==> config.mk <==
export PLATFORM = sky130hd
export DESIGN_NAME = plm_top
export DESIGN_NICKNAME = d
export VERILOG_FILES = /design/src/include/plm_pkg.sv /design/src/logic/plm_top.sv
export SDC_FILE = /design/constraint.sdc
export NUM_CORES = 2
export LEC_CHECK = 0
export BUFFER_PORTS_ARGS = -buffer_cell sky130_fd_sc_hd__buf_4
export CAP_MARGIN = 20
export CORE_MARGIN = 2
export CORE_UTILIZATION = 23
export DETAILED_ROUTE_END_ITERATION = 8
export PLACE_DENSITY = 0.46
export SYNTH_ARGS = -nofsm -noshare
export SYNTH_HDL_FRONTEND = slang
export SYNTH_SLANG_ARGS = --single-unit
==> constraint.sdc <==
create_clock -name ref_clk -period 88.8 [get_ports ref_clk]
set_input_delay 8.88 -clock ref_clk [delete_from_list [all_inputs] [get_ports ref_clk]]
set_output_delay 8.88 -clock ref_clk [all_outputs]
set_load 0.005 [all_outputs]
==> src/include/plm_pkg.sv <==
// Shared constants and carriers for the process loop mode control block.
// Assumes one 50 MHz clock; software reaches the registers over APB.
package plm_pkg;
  localparam int unsigned CLK_HZ = 50000000;
  localparam int unsigned MODE_DELAY_MS = 3000;
  localparam int unsigned MODE_DELAY_CYC = (CLK_HZ / 1000) * MODE_DELAY_MS;
  localparam int unsigned LINE_GROUP = 3;
  localparam int unsigned HZ_50 = 50;
  localparam int unsigned HZ_60 = 60;
  localparam logic [7:0] PWR_FULL = 8'h64;
  localparam logic [7:0] BUMP_BAND = 8'h05;
  localparam logic [7:0] BUMP_LIMIT = 8'h4b;
  // Register byte addresses
  localparam logic [7:0] A_CTRL = 8'h00;
  localparam logic [7:0] A_SETPT = 8'h04;
  localparam logic [7:0] A_MANPWR = 8'h08;
  localparam logic [7:0] A_HEAT = 8'h0c;
  localparam logic [7:0] A_COOL = 8'h10;
  localparam logic [7:0] A_TINT = 8'h14;
  localparam logic [7:0] A_DBAND = 8'h18;
  localparam logic [7:0] A_RANGE = 8'h1c;
  localparam logic [7:0] A_PRESET = 8'h20;
  localparam logic [7:0] A_ALM0 = 8'h24;
  localparam logic [7:0] A_STAT = 8'h30;
  localparam logic [7:0] A_PV = 8'h34;
  // Control register fields
  localparam int unsigned F_OUTFN = 0;
  localparam int unsigned F_MODE = 6;
  localparam int unsigned F_FAIL = 7;
  localparam int unsigned F_LATCH = 9;
  localparam int unsigned F_LINE = 10;
  localparam int unsigned F_HALG = 11;
  localparam int unsigned F_CALG = 12;
  localparam int unsigned F_CONF = 13;
  localparam int unsigned F_ERRCLR = 14;
  localparam logic [31:0] CTRL_RST = 32'h00000000;
  typedef enum logic [1:0] {
    PLM_FN_OFF = 2'b00,
    PLM_FN_HEAT = 2'b01,
    PLM_FN_COOL = 2'b10,
    PLM_FN_ALARM = 2'b11
  } plm_fn_t;
  typedef enum logic [1:0] {
    PLM_FAIL_BUMPLESS = 2'b00,
    PLM_FAIL_PRESET = 2'b01,
    PLM_FAIL_OFF = 2'b10
  } plm_fail_t;
  typedef struct packed {
    logic signed [15:0] pband;
    logic [15:0] hyst;
  } plm_loop_t;
  typedef struct packed {
    logic signed [15:0] high;
    logic signed [15:0] low;
  } plm_alarm_t;
endpackage : plm_pkg

==> src/logic/plm_top.sv <==
// Process loop mode control: auto/manual, input failure, on-off and PID, time base.
// Assumes pv_raw, pv_valid, line_zc and keys synchronous to ref_clk; APB slave.
//
// Our own choices: the APB register port and the register addresses.
`timescale 1ns/1ns
module plm_top #(
  parameter int unsigned MODE_DELAY = plm_pkg::MODE_DELAY_CYC,
  parameter int unsigned TICK_DIV = 50000
) (
  input wire logic ref_clk,
  input wire logic rst_b,
  input wire logic psel,
  input wire logic penable,
  input wire logic pwrite,
  input wire logic [7:0] paddr,
  input wire logic [31:0] pwdata,
  output logic [31:0] prdata,
  output logic pready,
  output logic pslverr,
  input wire logic [11:0] pv_raw,
  input wire logic pv_valid,
  input wire logic line_zc,
  input wire logic key_confirm,
  output logic [2:0] out_drive,
  output logic manual_led,
  output logic input_err
);
  localparam logic [15:0] RAW_SPAN = 16'h0fff;

  logic [31:0] ctrl_q;
  logic signed [15:0] setpt_q, auto_sp_q;
  logic [7:0] manpwr_q, last_man_q, preset_q;
  plm_pkg::plm_loop_t heat_q, cool_q;
  logic [15:0] tint_q;
  logic signed [15:0] dband_q;
  logic signed [15:0] rlo_q, rhi_q;
  plm_pkg::plm_alarm_t alm_q [3];
  logic mode_man_q, mode_pend_q, fail_man_q, err_q;
  logic [31:0] mode_cnt_q;
  logic signed [15:0] pv_q, pv_prev_q;
  logic signed [23:0] integ_q;
  logic [7:0] heat_pwr_q, cool_pwr_q, last_auto_q, ref_pwr_q;
  logic [15:0] stable_cnt_q;
  logic stable_q;
  logic heat_on_q, cool_on_q;
  logic [1:0] zc_cnt_q;
  logic zc_prev_q;
  logic [9:0] acc_h_q, acc_c_q;
  logic burst_h_q, burst_c_q;
  logic [31:0] tick_cnt_q;
  logic [7:0] line_cyc_q;
  logic [2:0] out_q;
  logic [31:0] prdata_q;
  logic pready_q, pslverr_q;
  logic manual_q;

  function automatic logic [7:0] clamp_pct(input logic signed [23:0] v);
    if (v < 24'sd0) return 8'h00;
    if (v > 24'sd100) return plm_pkg::PWR_FULL;
    return v[7:0];
  endfunction : clamp_pct

  function automatic logic signed [15:0] sabs(input logic signed [15:0] v);
    return (v < 16'sd0) ? -v : v;
  endfunction : sabs

  wire plm_pkg::plm_fail_t fail_sel = plm_pkg::plm_fail_t'(ctrl_q[plm_pkg::F_FAIL +: 2]);
  wire latch_en = ctrl_q[plm_pkg::F_LATCH];
  wire line60 = ctrl_q[plm_pkg::F_LINE];
  wire heat_onoff = ctrl_q[plm_pkg::F_HALG];
  wire cool_onoff = ctrl_q[plm_pkg::F_CALG];
  wire mode_req = ctrl_q[plm_pkg::F_MODE];

  // Range scaling, raw code 0..4095 maps onto rlo..rhi
  wire signed [31:0] span = 32'(rhi_q) - 32'(rlo_q);
  wire signed [31:0] scaled = 32'(rlo_q) + (span * $signed({20'h0, pv_raw})) / 32'sd4095;
  wire signed [15:0] pv_now = scaled[15:0];

  wire signed [15:0] err_v = setpt_q - pv_q;
  wire below = err_v > 16'sd0;
  // Dead band shifts the band edges apart or, when negative, overlaps them
  wire signed [15:0] half_db = dband_q >>> 1;
  wire signed [15:0] heat_err = err_v - half_db;
  wire signed [15:0] cool_err = -err_v - half_db;
  wire in_dead = (dband_q > 16'sd0) && (sabs(err_v) <= half_db);
  wire signed [15:0] band = below ? heat_q.pband : cool_q.pband;
  wire in_band = sabs(err_v) < band;
  wire in_deriv = sabs(err_v) < (band <<< 1);
  wire signed [15:0] dpv = pv_q - pv_prev_q;
  wire signed [23:0] d_term = in_deriv ? -24'(dpv) * 24'sd4 : 24'sd0;
  wire signed [23:0] i_term = integ_q >>> 8;
  wire signed [15:0] hband = (heat_q.pband == 16'sd0) ? 16'sd1 : heat_q.pband;
  wire signed [15:0] cband = (cool_q.pband == 16'sd0) ? 16'sd1 : cool_q.pband;
  wire signed [23:0] p_heat = in_dead ? 24'sd0 : (24'(heat_err) * 24'sd100) / 24'(hband);
  wire signed [23:0] p_cool = in_dead ? 24'sd0 : (24'(cool_err) * 24'sd100) / 24'(cband);
  wire [7:0] heat_calc = clamp_pct(p_heat + i_term + d_term);
  wire [7:0] cool_calc = clamp_pct(p_cool - i_term - d_term);

  wire run_closed = !mode_man_q && !fail_man_q && !err_q;
  wire closed_man = fail_man_q || mode_man_q;
  wire [7:0] open_pwr = mode_man_q ? manpwr_q : last_auto_q;
  wire [7:0] fail_pwr = (fail_sel == plm_pkg::PLM_FAIL_PRESET) ? preset_q : 8'h00;
  wire [7:0] heat_dem = closed_man ? open_pwr : (err_q ? fail_pwr : heat_pwr_q);
  wire [7:0] cool_dem = closed_man ? open_pwr : (err_q ? fail_pwr : cool_pwr_q);

  wire zc_rise = line_zc && !zc_prev_q;
  wire group_end = zc_rise && (zc_cnt_q == 2'(plm_pkg::LINE_GROUP - 1));
  wire tick = (tick_cnt_q == TICK_DIV - 1);
  // Line cycles within one second of mains, readable in status
  wire [7:0] line_hz = line60 ? 8'(plm_pkg::HZ_60) : 8'(plm_pkg::HZ_50);

  wire apb_wr = psel && penable && pwrite;
  wire apb_rd = psel && !penable && !pwrite;
  wire hit = (paddr <= plm_pkg::A_ALM0 + 8'h08) || (paddr == plm_pkg::A_STAT)
    || (paddr == plm_pkg::A_PV);
  wire [1:0] alm_idx = 2'((paddr - plm_pkg::A_ALM0) >> 2);
  wire is_alm = (paddr >= plm_pkg::A_ALM0) && (paddr < plm_pkg::A_ALM0 + 8'h0c);
  wire [31:0] rd_mux =
    (paddr == plm_pkg::A_CTRL) ? ctrl_q :
    (paddr == plm_pkg::A_SETPT) ? {16'h0, setpt_q} :
    (paddr == plm_pkg::A_MANPWR) ? {24'h0, manpwr_q} :
    (paddr == plm_pkg::A_HEAT) ? heat_q :
    (paddr == plm_pkg::A_COOL) ? cool_q :
    (paddr == plm_pkg::A_TINT) ? {16'h0, tint_q} :
    (paddr == plm_pkg::A_DBAND) ? {16'h0, dband_q} :
    (paddr == plm_pkg::A_RANGE) ? {rhi_q, rlo_q} :
    (paddr == plm_pkg::A_PRESET) ? {24'h0, preset_q} :
    is_alm ? alm_q[alm_idx] :
    (paddr == plm_pkg::A_STAT) ? {heat_pwr_q, cool_pwr_q, line_cyc_q, stable_q, fail_man_q,
      mode_pend_q, mode_man_q, err_q, out_q} :
    (paddr == plm_pkg::A_PV) ? {16'h0, pv_q} : 32'h00000000;

  wire w_ctrl = apb_wr && paddr == plm_pkg::A_CTRL;
  wire w_sp = apb_wr && paddr == plm_pkg::A_SETPT;
  wire w_man = apb_wr && paddr == plm_pkg::A_MANPWR;
  wire mode_change = w_ctrl && (pwdata[plm_pkg::F_MODE] != mode_req);
  wire confirm = key_confirm || (w_ctrl && pwdata[plm_pkg::F_CONF]);
  wire mode_fire = mode_pend_q && (confirm || mode_cnt_q >= MODE_DELAY - 1);

  // APB slave, one wait-free access; unmapped addresses above the alarm registers answer pslverr
  always_ff @(posedge ref_clk)
  begin
    if (!rst_b)
    begin
      prdata_q <= 32'h00000000;
      pready_q <= 1'b0;
      pslverr_q <= 1'b0;
    end
    else
    begin
      pready_q <= psel && !penable;
      pslverr_q <= psel && !penable && !hit;
      if (apb_rd)
        prdata_q <= hit ? rd_mux : 32'h00000000;
    end
  end

  always_ff @(posedge ref_clk)
  begin
    if (!rst_b)
    begin
      ctrl_q <= plm_pkg::CTRL_RST;
      setpt_q <= 16'sh0000;
      auto_sp_q <= 16'sh0000;
      manpwr_q <= 8'h00;
      last_man_q <= 8'h00;
      preset_q <= 8'h00;
      heat_q <= '0;
      cool_q <= '0;
      tint_q <= 16'h0001;
      dband_q <= 16'sh0000;
      rlo_q <= 16'sh0000;
      rhi_q <= 16'sh0fff;
      for (int i = 0; i < 3; i++) alm_q[i] <= '0;
    end
    else
    begin
      if (apb_wr && pready_q)
      begin
        // Error clear and confirm are self-clearing command bits
        if (w_ctrl) ctrl_q <= pwdata & ~(32'h1 << plm_pkg::F_CONF)
          & ~(32'h1 << plm_pkg::F_ERRCLR);
        if (w_sp) setpt_q <= pwdata[15:0];
        if (w_man) manpwr_q <= (pwdata[7:0] > plm_pkg::PWR_FULL) ? plm_pkg::PWR_FULL
          : pwdata[7:0];
        if (paddr == plm_pkg::A_HEAT) heat_q <= pwdata;
        if (paddr == plm_pkg::A_COOL) cool_q <= pwdata;
        if (paddr == plm_pkg::A_TINT) tint_q <= pwdata[15:0];
        if (paddr == plm_pkg::A_DBAND) dband_q <= pwdata[15:0];
        if (paddr == plm_pkg::A_RANGE) {rhi_q, rlo_q} <= pwdata;
        if (paddr == plm_pkg::A_PRESET) preset_q <= pwdata[7:0];
        if (is_alm) alm_q[alm_idx] <= pwdata;
      end
      // Restore stands last so a confirm write cannot swallow it
      if (mode_fire)
      begin
        if (mode_req) manpwr_q <= last_man_q;
        else setpt_q <= auto_sp_q;
      end
      else if (mode_man_q)
        last_man_q <= manpwr_q;
      else
        auto_sp_q <= setpt_q;
    end
  end

  // Mode selection with settle delay
  always_ff @(posedge ref_clk)
  begin
    if (!rst_b)
    begin
      mode_man_q <= 1'b0;
      mode_pend_q <= 1'b0;
      mode_cnt_q <= 32'h00000000;
    end
    else if (mode_change)
    begin
      mode_pend_q <= 1'b1;
      mode_cnt_q <= 32'h00000000;
    end
    else if (mode_fire)
    begin
      mode_man_q <= mode_req;
      mode_pend_q <= 1'b0;
    end
    else if (mode_pend_q)
      mode_cnt_q <= mode_cnt_q + 32'h1;
  end

  // Input error and failure response
  always_ff @(posedge ref_clk)
  begin
    if (!rst_b)
    begin
      err_q <= 1'b0;
      fail_man_q <= 1'b0;
    end
    else if (!pv_valid)
    begin
      err_q <= 1'b1;
      if (!err_q && !mode_man_q && fail_sel == plm_pkg::PLM_FAIL_BUMPLESS && stable_q
        && last_auto_q < plm_pkg::BUMP_LIMIT)
        fail_man_q <= 1'b1;
    end
    else if (err_q && (!latch_en || (w_ctrl && pwdata[plm_pkg::F_ERRCLR])))
    begin
      err_q <= 1'b0;
      fail_man_q <= 1'b0;
    end
  end

  // Sampling, PID state and power stability tracking on the controller tick
  always_ff @(posedge ref_clk)
  begin
    if (!rst_b)
    begin
      tick_cnt_q <= 32'h00000000;
      pv_q <= 16'sh0000;
      pv_prev_q <= 16'sh0000;
      integ_q <= 24'sh000000;
      heat_pwr_q <= 8'h00;
      cool_pwr_q <= 8'h00;
      last_auto_q <= 8'h00;
      ref_pwr_q <= 8'h00;
      stable_cnt_q <= 16'h0000;
      stable_q <= 1'b0;
      heat_on_q <= 1'b0;
      cool_on_q <= 1'b0;
    end
    else
    begin
      tick_cnt_q <= tick ? 32'h00000000 : tick_cnt_q + 32'h1;
      if (tick && pv_valid)
      begin
        pv_prev_q <= pv_q;
        pv_q <= pv_now;
      end
      if (tick && run_closed)
      begin
        if (!in_band) integ_q <= 24'sh000000;
        else integ_q <= integ_q + 24'(err_v);
        heat_pwr_q <= heat_onoff ? (heat_on_q ? plm_pkg::PWR_FULL : 8'h00) : heat_calc;
        cool_pwr_q <= cool_onoff ? (cool_on_q ? plm_pkg::PWR_FULL : 8'h00) : cool_calc;
        last_auto_q <= heat_calc;
        if (heat_calc > ref_pwr_q + plm_pkg::BUMP_BAND
          || heat_calc + plm_pkg::BUMP_BAND < ref_pwr_q)
        begin
          ref_pwr_q <= heat_calc;
          stable_cnt_q <= 16'h0000;
          stable_q <= 1'b0;
        end
        else if (stable_cnt_q >= tint_q)
          stable_q <= 1'b1;
        else
          stable_cnt_q <= stable_cnt_q + 16'h1;
      end
      // Hysteresis: on at deviation by hyst, off once set point reached
      if (err_v >= $signed(heat_q.hyst)) heat_on_q <= 1'b1;
      else if (err_v <= 16'sd0) heat_on_q <= 1'b0;
      if (-err_v >= $signed(cool_q.hyst)) cool_on_q <= 1'b1;
      else if (err_v >= 16'sd0) cool_on_q <= 1'b0;
    end
  end

  // Three-line-cycle burst decisions with error-diffusion accumulators
  always_ff @(posedge ref_clk)
  begin
    if (!rst_b)
    begin
      zc_prev_q <= 1'b0;
      zc_cnt_q <= 2'b00;
      acc_h_q <= 10'h000;
      acc_c_q <= 10'h000;
      burst_h_q <= 1'b0;
      burst_c_q <= 1'b0;
      line_cyc_q <= 8'h00;
    end
    else
    begin
      zc_prev_q <= line_zc;
      if (zc_rise) zc_cnt_q <= (zc_cnt_q == 2'(plm_pkg::LINE_GROUP - 1)) ? 2'b00 : zc_cnt_q + 2'b01;
      if (zc_rise) line_cyc_q <= (line_cyc_q >= line_hz - 8'h01) ? 8'h00 : line_cyc_q + 8'h01;
      if (group_end)
      begin
        burst_h_q <= (acc_h_q + 10'(heat_dem)) >= 10'(plm_pkg::PWR_FULL);
        acc_h_q <= ((acc_h_q + 10'(heat_dem)) >= 10'(plm_pkg::PWR_FULL))
          ? acc_h_q + 10'(heat_dem) - 10'(plm_pkg::PWR_FULL) : acc_h_q + 10'(heat_dem);
        burst_c_q <= (acc_c_q + 10'(cool_dem)) >= 10'(plm_pkg::PWR_FULL);
        acc_c_q <= ((acc_c_q + 10'(cool_dem)) >= 10'(plm_pkg::PWR_FULL))
          ? acc_c_q + 10'(cool_dem) - 10'(plm_pkg::PWR_FULL) : acc_c_q + 10'(cool_dem);
      end
    end
  end

  // Per-output function select and alarm comparison
  always_ff @(posedge ref_clk)
  begin
    if (!rst_b)
      out_q <= 3'b000;
    else
      for (int i = 0; i < 3; i++)
        case (plm_pkg::plm_fn_t'(ctrl_q[plm_pkg::F_OUTFN + 2*i +: 2]))
          plm_pkg::PLM_FN_HEAT:
            out_q[i] <= (err_q && !closed_man && heat_onoff) ? 1'b0 : burst_h_q;
          plm_pkg::PLM_FN_COOL:
            out_q[i] <= (err_q && !closed_man && cool_onoff) ? 1'b0 : burst_c_q;
          plm_pkg::PLM_FN_ALARM:
            out_q[i] <= (pv_q > alm_q[i].high) || (pv_q < alm_q[i].low);
          default:
            out_q[i] <= 1'b0;
        endcase
  end

  // Indicator registered so the pin never glitches between mode flops
  always_ff @(posedge ref_clk)
  begin
    if (!rst_b)
      manual_q <= 1'b0;
    else
      manual_q <= closed_man;
  end

  assign prdata = prdata_q;
  assign pready = pready_q;
  assign pslverr = pslverr_q;
  assign out_drive = out_q;
  assign manual_led = manual_q;
  assign input_err = err_q;
endmodule : plm_top

==> results summary <==
The number of standard cells after synthesis came out at 13,200. The global-route usage over all layers is between 10% and 20%. The critical path buffer and inverter count is 30. The destination of the critical timing path is cool_pwr_q[6]$_SDFFE_PN0P_. The total of warnings raised by yosys is 0.

In this run the deepest clock path goes through 3 buffers. The kind of end point of the critical path is a register. The kind of path behind the tightest hold check is reg2reg. In the routed design, unresolved DRC markers number 0. The via count of the first global-routing pass came out at roughly 90,000. TritonCTS built the clock tree. The chip height came out at 662 um. The area growth from synthesis to layout came out at 13.5%. In this design, the largest share of critical-path delay is due to compound AO/OA/AOI/OAI gates. For this block, the via count after detailed routing is roughly 97,000.

Summed over all instances, the cell type with the most area after synthesis is ha_1. The detail-routed net length per standard cell is about 20 um. Ranked by total cell area, the synthesized netlist is headed by ha_1 (15%), dfxtp_1 (9.2%), nand2_1 (5.7%), xnor2_1 (5.5%), fa_1 (5.4%). For this design, the slowest cell found on the critical path is or4_4.

Each instance of the synthesized netlist takes up on average ~7.5 um^2. approximately 100 I/O pins were placed. The number of antenna violations at the first check in global routing is 33.

The final critical-path required period came out at 82,010 ps. The TritonCTS sink count is a little under 600. The number of enable flip-flop cells after synthesis is roughly 130. The residual antenna-violating net count after detailed routing is 0. Counting flops with an async set or reset pin after synthesis yields a share of 0%. The number of failing setup endpoints in the final timing report came out at 0. The core region is 431,000 um^2. The final count of hold timing violations is 0.

The count of cells along the worst register-to-register path came out at between 400 and 500. The die is ~660 um wide. The top-area cell type share of the netlist area is between 10% and 20%. The worst-margin pin slew is ~1300 ps. The number of port buffers came out at 98. The data arrival at the endpoint of the critical path is 82,570 ps.

The share of the synthesized area in compound gates (AO/OA/AOI/OAI) is about 25%. Cells fill 26.2% of the core in the end. Summed over all layers, the routed wires come to around 390,000 um. The fraction of final layout cells with drive strength greater than 1 came out at approximately a tenth. The final global-route overflow total came out at 0. The max-slew headroom at the worst pin came out at 10.4%. The startpoint identified for the worst register-to-register timing path is pv_q[1]$_SDFFE_PN0P_. The fraction of the mapped netlist area in adder cells is 20.2%. Dividing the final minimum period by the clock period gives between 90% and 100%. The multiplexer share of the synthesized area is under 10%. After synthesis, the largest family of logic cells by area is compound AO/OA/AOI/OAI gates. The synthesized-area fraction occupied by and/or/nand/nor cells came out at roughly 24%. The number of CTS-inserted buffers is 77.

The endpoint identified for the worst register-to-register timing path is cool_pwr_q[6]$_SDFFE_PN0P_. The largest stage delay on the critical path is roughly 630 ps. After Yosys synthesis, XOR and XNOR cells account for between 8 and 9% of the synthesized area. The worst setup path is launched from a register. The worst-skew pair later-pin latency is 700 ps.

Along the worst path, the maximum fanout reaches 12. By instance count, the cell type seen most on the critical path is o21a_1. The number of rows in the core area came out at 241. The clock-pin slew on the worst setup and hold paths is approximately 60 ps. The number of max-capacitance violations reported is 0. The highest clock frequency the design can meet is 0.0122 GHz. In this run, the number of DRC markers left after iteration 0 of detailed routing was 7,042.

The minimum setup slack among reg-to-reg paths came out at 6790 ps. The starting density of the core is ~23%. Entering global routing, the biggest net connects 73 pins.

The post-DP HPWL is 307,000 um. By count the netlist is led by nand2_1 (1,524), ha_1 (1,183), a21oi_1 (973), nor2_1 (973), inv_1 (826). The final clock skew is between 40 and 50 ps. In this run the worst setup path begins at pv_q[1]$_SDFFE_PN0P_. The register bit count reported by yosys is slightly below 600.

The flow ran to the end, and the final reports show no timing, DRC or antenna violations. The wire length of the first global-routing pass is about 580,000 um. The most used flip-flop cell after synthesis is dfxtp_1. The final-report max-slew violation count was 0.

The logic depth of the worst setup path including buffers is about 470. The number of H-tree branching levels came out at 3. The count of TritonRoute iterations in the first routing pass is 6. After detailed routing, the number of vias per cell comes to just over 5. The critical path is of the reg2reg type. The area of the mapped netlist came out at approximately 100,000 um^2. The sequential area share after synthesis is between 10% and 20%. By instance count, the leading cell after synthesis is nand2_1. The area of the die is roughly 440,000 um^2.

The root cell of the clock tree is clkbuf_16. The net count reported at finish is between 10,000 and 15,000. The data required time of the worst path came out at between 80,000 and 90,000 ps. Routability-driven placement finished with a final weighted congestion of about 0.9. The count of unique library cells instantiated by Yosys came out at between 150 and 200.
## sequential cells by signal (all words and copies together), names as in the netlist, 10 cells and up
register / count
tint_q: 16
acc_h_q: 10
acc_c_q: 10
rhi_q: 16
cool_q: 32
tick_cnt_q: 32
mode_cnt_q: 32
pv_q: 16
prdata: 32
ctrl_q: 30
dband_q: 16
heat_q: 32
rlo_q: 16
auto_sp_q: 16
alm_q: 128
integ_q: 24
setpt_q: 16
pv_prev_q: 16
stable_cnt_q: 16
## cells in the final DEF (no fill, tap or decap), types with 158 or more instances in the layout
cell type	instances
a21o_1	341
fa_1	266
nand4_1	167
and3_1	206
dfxtp_1	460
mux2_2	162
inv_1	822
o21a_1	257
xnor2_1	604
a21oi_1	950
ha_1	1178
nor2_1	953
buf_4	493
o21ai_0	682
o31ai_1	158
xor2_1	340
nor3_1	300
nand2_1	1516
nand2b_1	271
and2_1	250
nand3_1	312
nor2b_1	222
## worst register-to-register path: cells and delay by family, from the launching register on
| family | cells | cell delay, ps |
|---|---|---|
| AO/OA/AOI/OAI | 239 | 41540 |
| AND/OR/NAND/NOR | 153 | 22320 |
| adder cells (fa/ha/maj) | 32 | 9860 |
| buffers and inverters | 30 | 4040 |
| XOR/XNOR | 10 | 1990 |
| multiplexers | 7 | 1740 |
| flip-flops | 1 | 320 |
## through the flow
step | hold slack, ps | area, um^2 | cells | setup TNS (ps) | setup slack (ps)
2_1_floorplan | 426 | 99900 | 13300 | 0 | 5110
4_1_cts | 455 | 112000 | 19100 | 0 | 975
3_5_place_dp | 447 | 109000 | 18900 | 0 | 1450
3_3_place_gp | 442 | 109000 | 18900 | 0 | 1290
6_report | 455 | 113000 | 19200 | 0 | 6790
5_1_grt | 468 | 113000 | 19100 | -455 | -106
## final cells by class
type,instances,area [um^2]
tap,5710,7140
sequential,588,13100
clock inverter,31,470
clock buffer,111,2190
fill,47200,318000
inverter,836,3160
antenna,8,20.0
timing repair buffer,507,3900
multi-input combinational,11400,83100
## worst min path at each step
stage | from | endpoint | slack, ps | depth (start not counted)
after detailed placement | pv_prev_q[13]$_SDFFE_PN0P_ | pv_prev_q[13]$_SDFFE_PN0P_ | 450 | 2
after global placement | cool_q[2]$_SDFFE_PN0P_ | cool_q[2]$_SDFFE_PN0P_ | 440 | 2
after global routing | cool_q[2]$_SDFFE_PN0P_ | cool_q[2]$_SDFFE_PN0P_ | 470 | 2
final | cool_q[2]$_SDFFE_PN0P_ | cool_q[2]$_SDFFE_PN0P_ | 460 | 2
after floorplan | tick_cnt_q[0]$_SDFF_PP0_ | tick_cnt_q[0]$_SDFF_PP0_ | 430 | 1
after CTS | pv_prev_q[13]$_SDFFE_PN0P_ | pv_prev_q[13]$_SDFFE_PN0P_ | 450 | 2
## what timing repair did
action / 4_1_cts / 5_1_grt
setup endpoints to repair: 0 / 46
resized for setup: 0 / 215
buffers inserted: 0 / 55
hold buffers: 0 / 0
hold endpoints to repair: 0 / 0
## layer usage
| layer | vias up | wire [um] | part of all wire, % | GRT usage (%) |
|---|---|---|---|---|
| met5 | - | 142 | 0.037 | 0 |
| met3 | 457 | 16400 | 4.2 | 1.51 |
| met4 | 22 | 12000 | 3.1 | 4.69 |
| met2 | 2149 | 183000 | 47 | 29.3 |
| met1 | 46200 | 174000 | 45 | 22.3 |
| li1 | 47800 | - | - | - |
## cells by family after synthesis
kind of cell,Yosys count
AND/OR/NAND/NOR,4821
AO/OA/AOI/OAI,3663
adder cells (fa/ha/maj),1452
buffers and inverters,1326
XOR/XNOR,1002
flip-flops,588
multiplexers,343
other,2
Power is left out: the tool's default activity adds up to more than one toggle a clock period on the data nets, which glitch-free logic cannot reach.
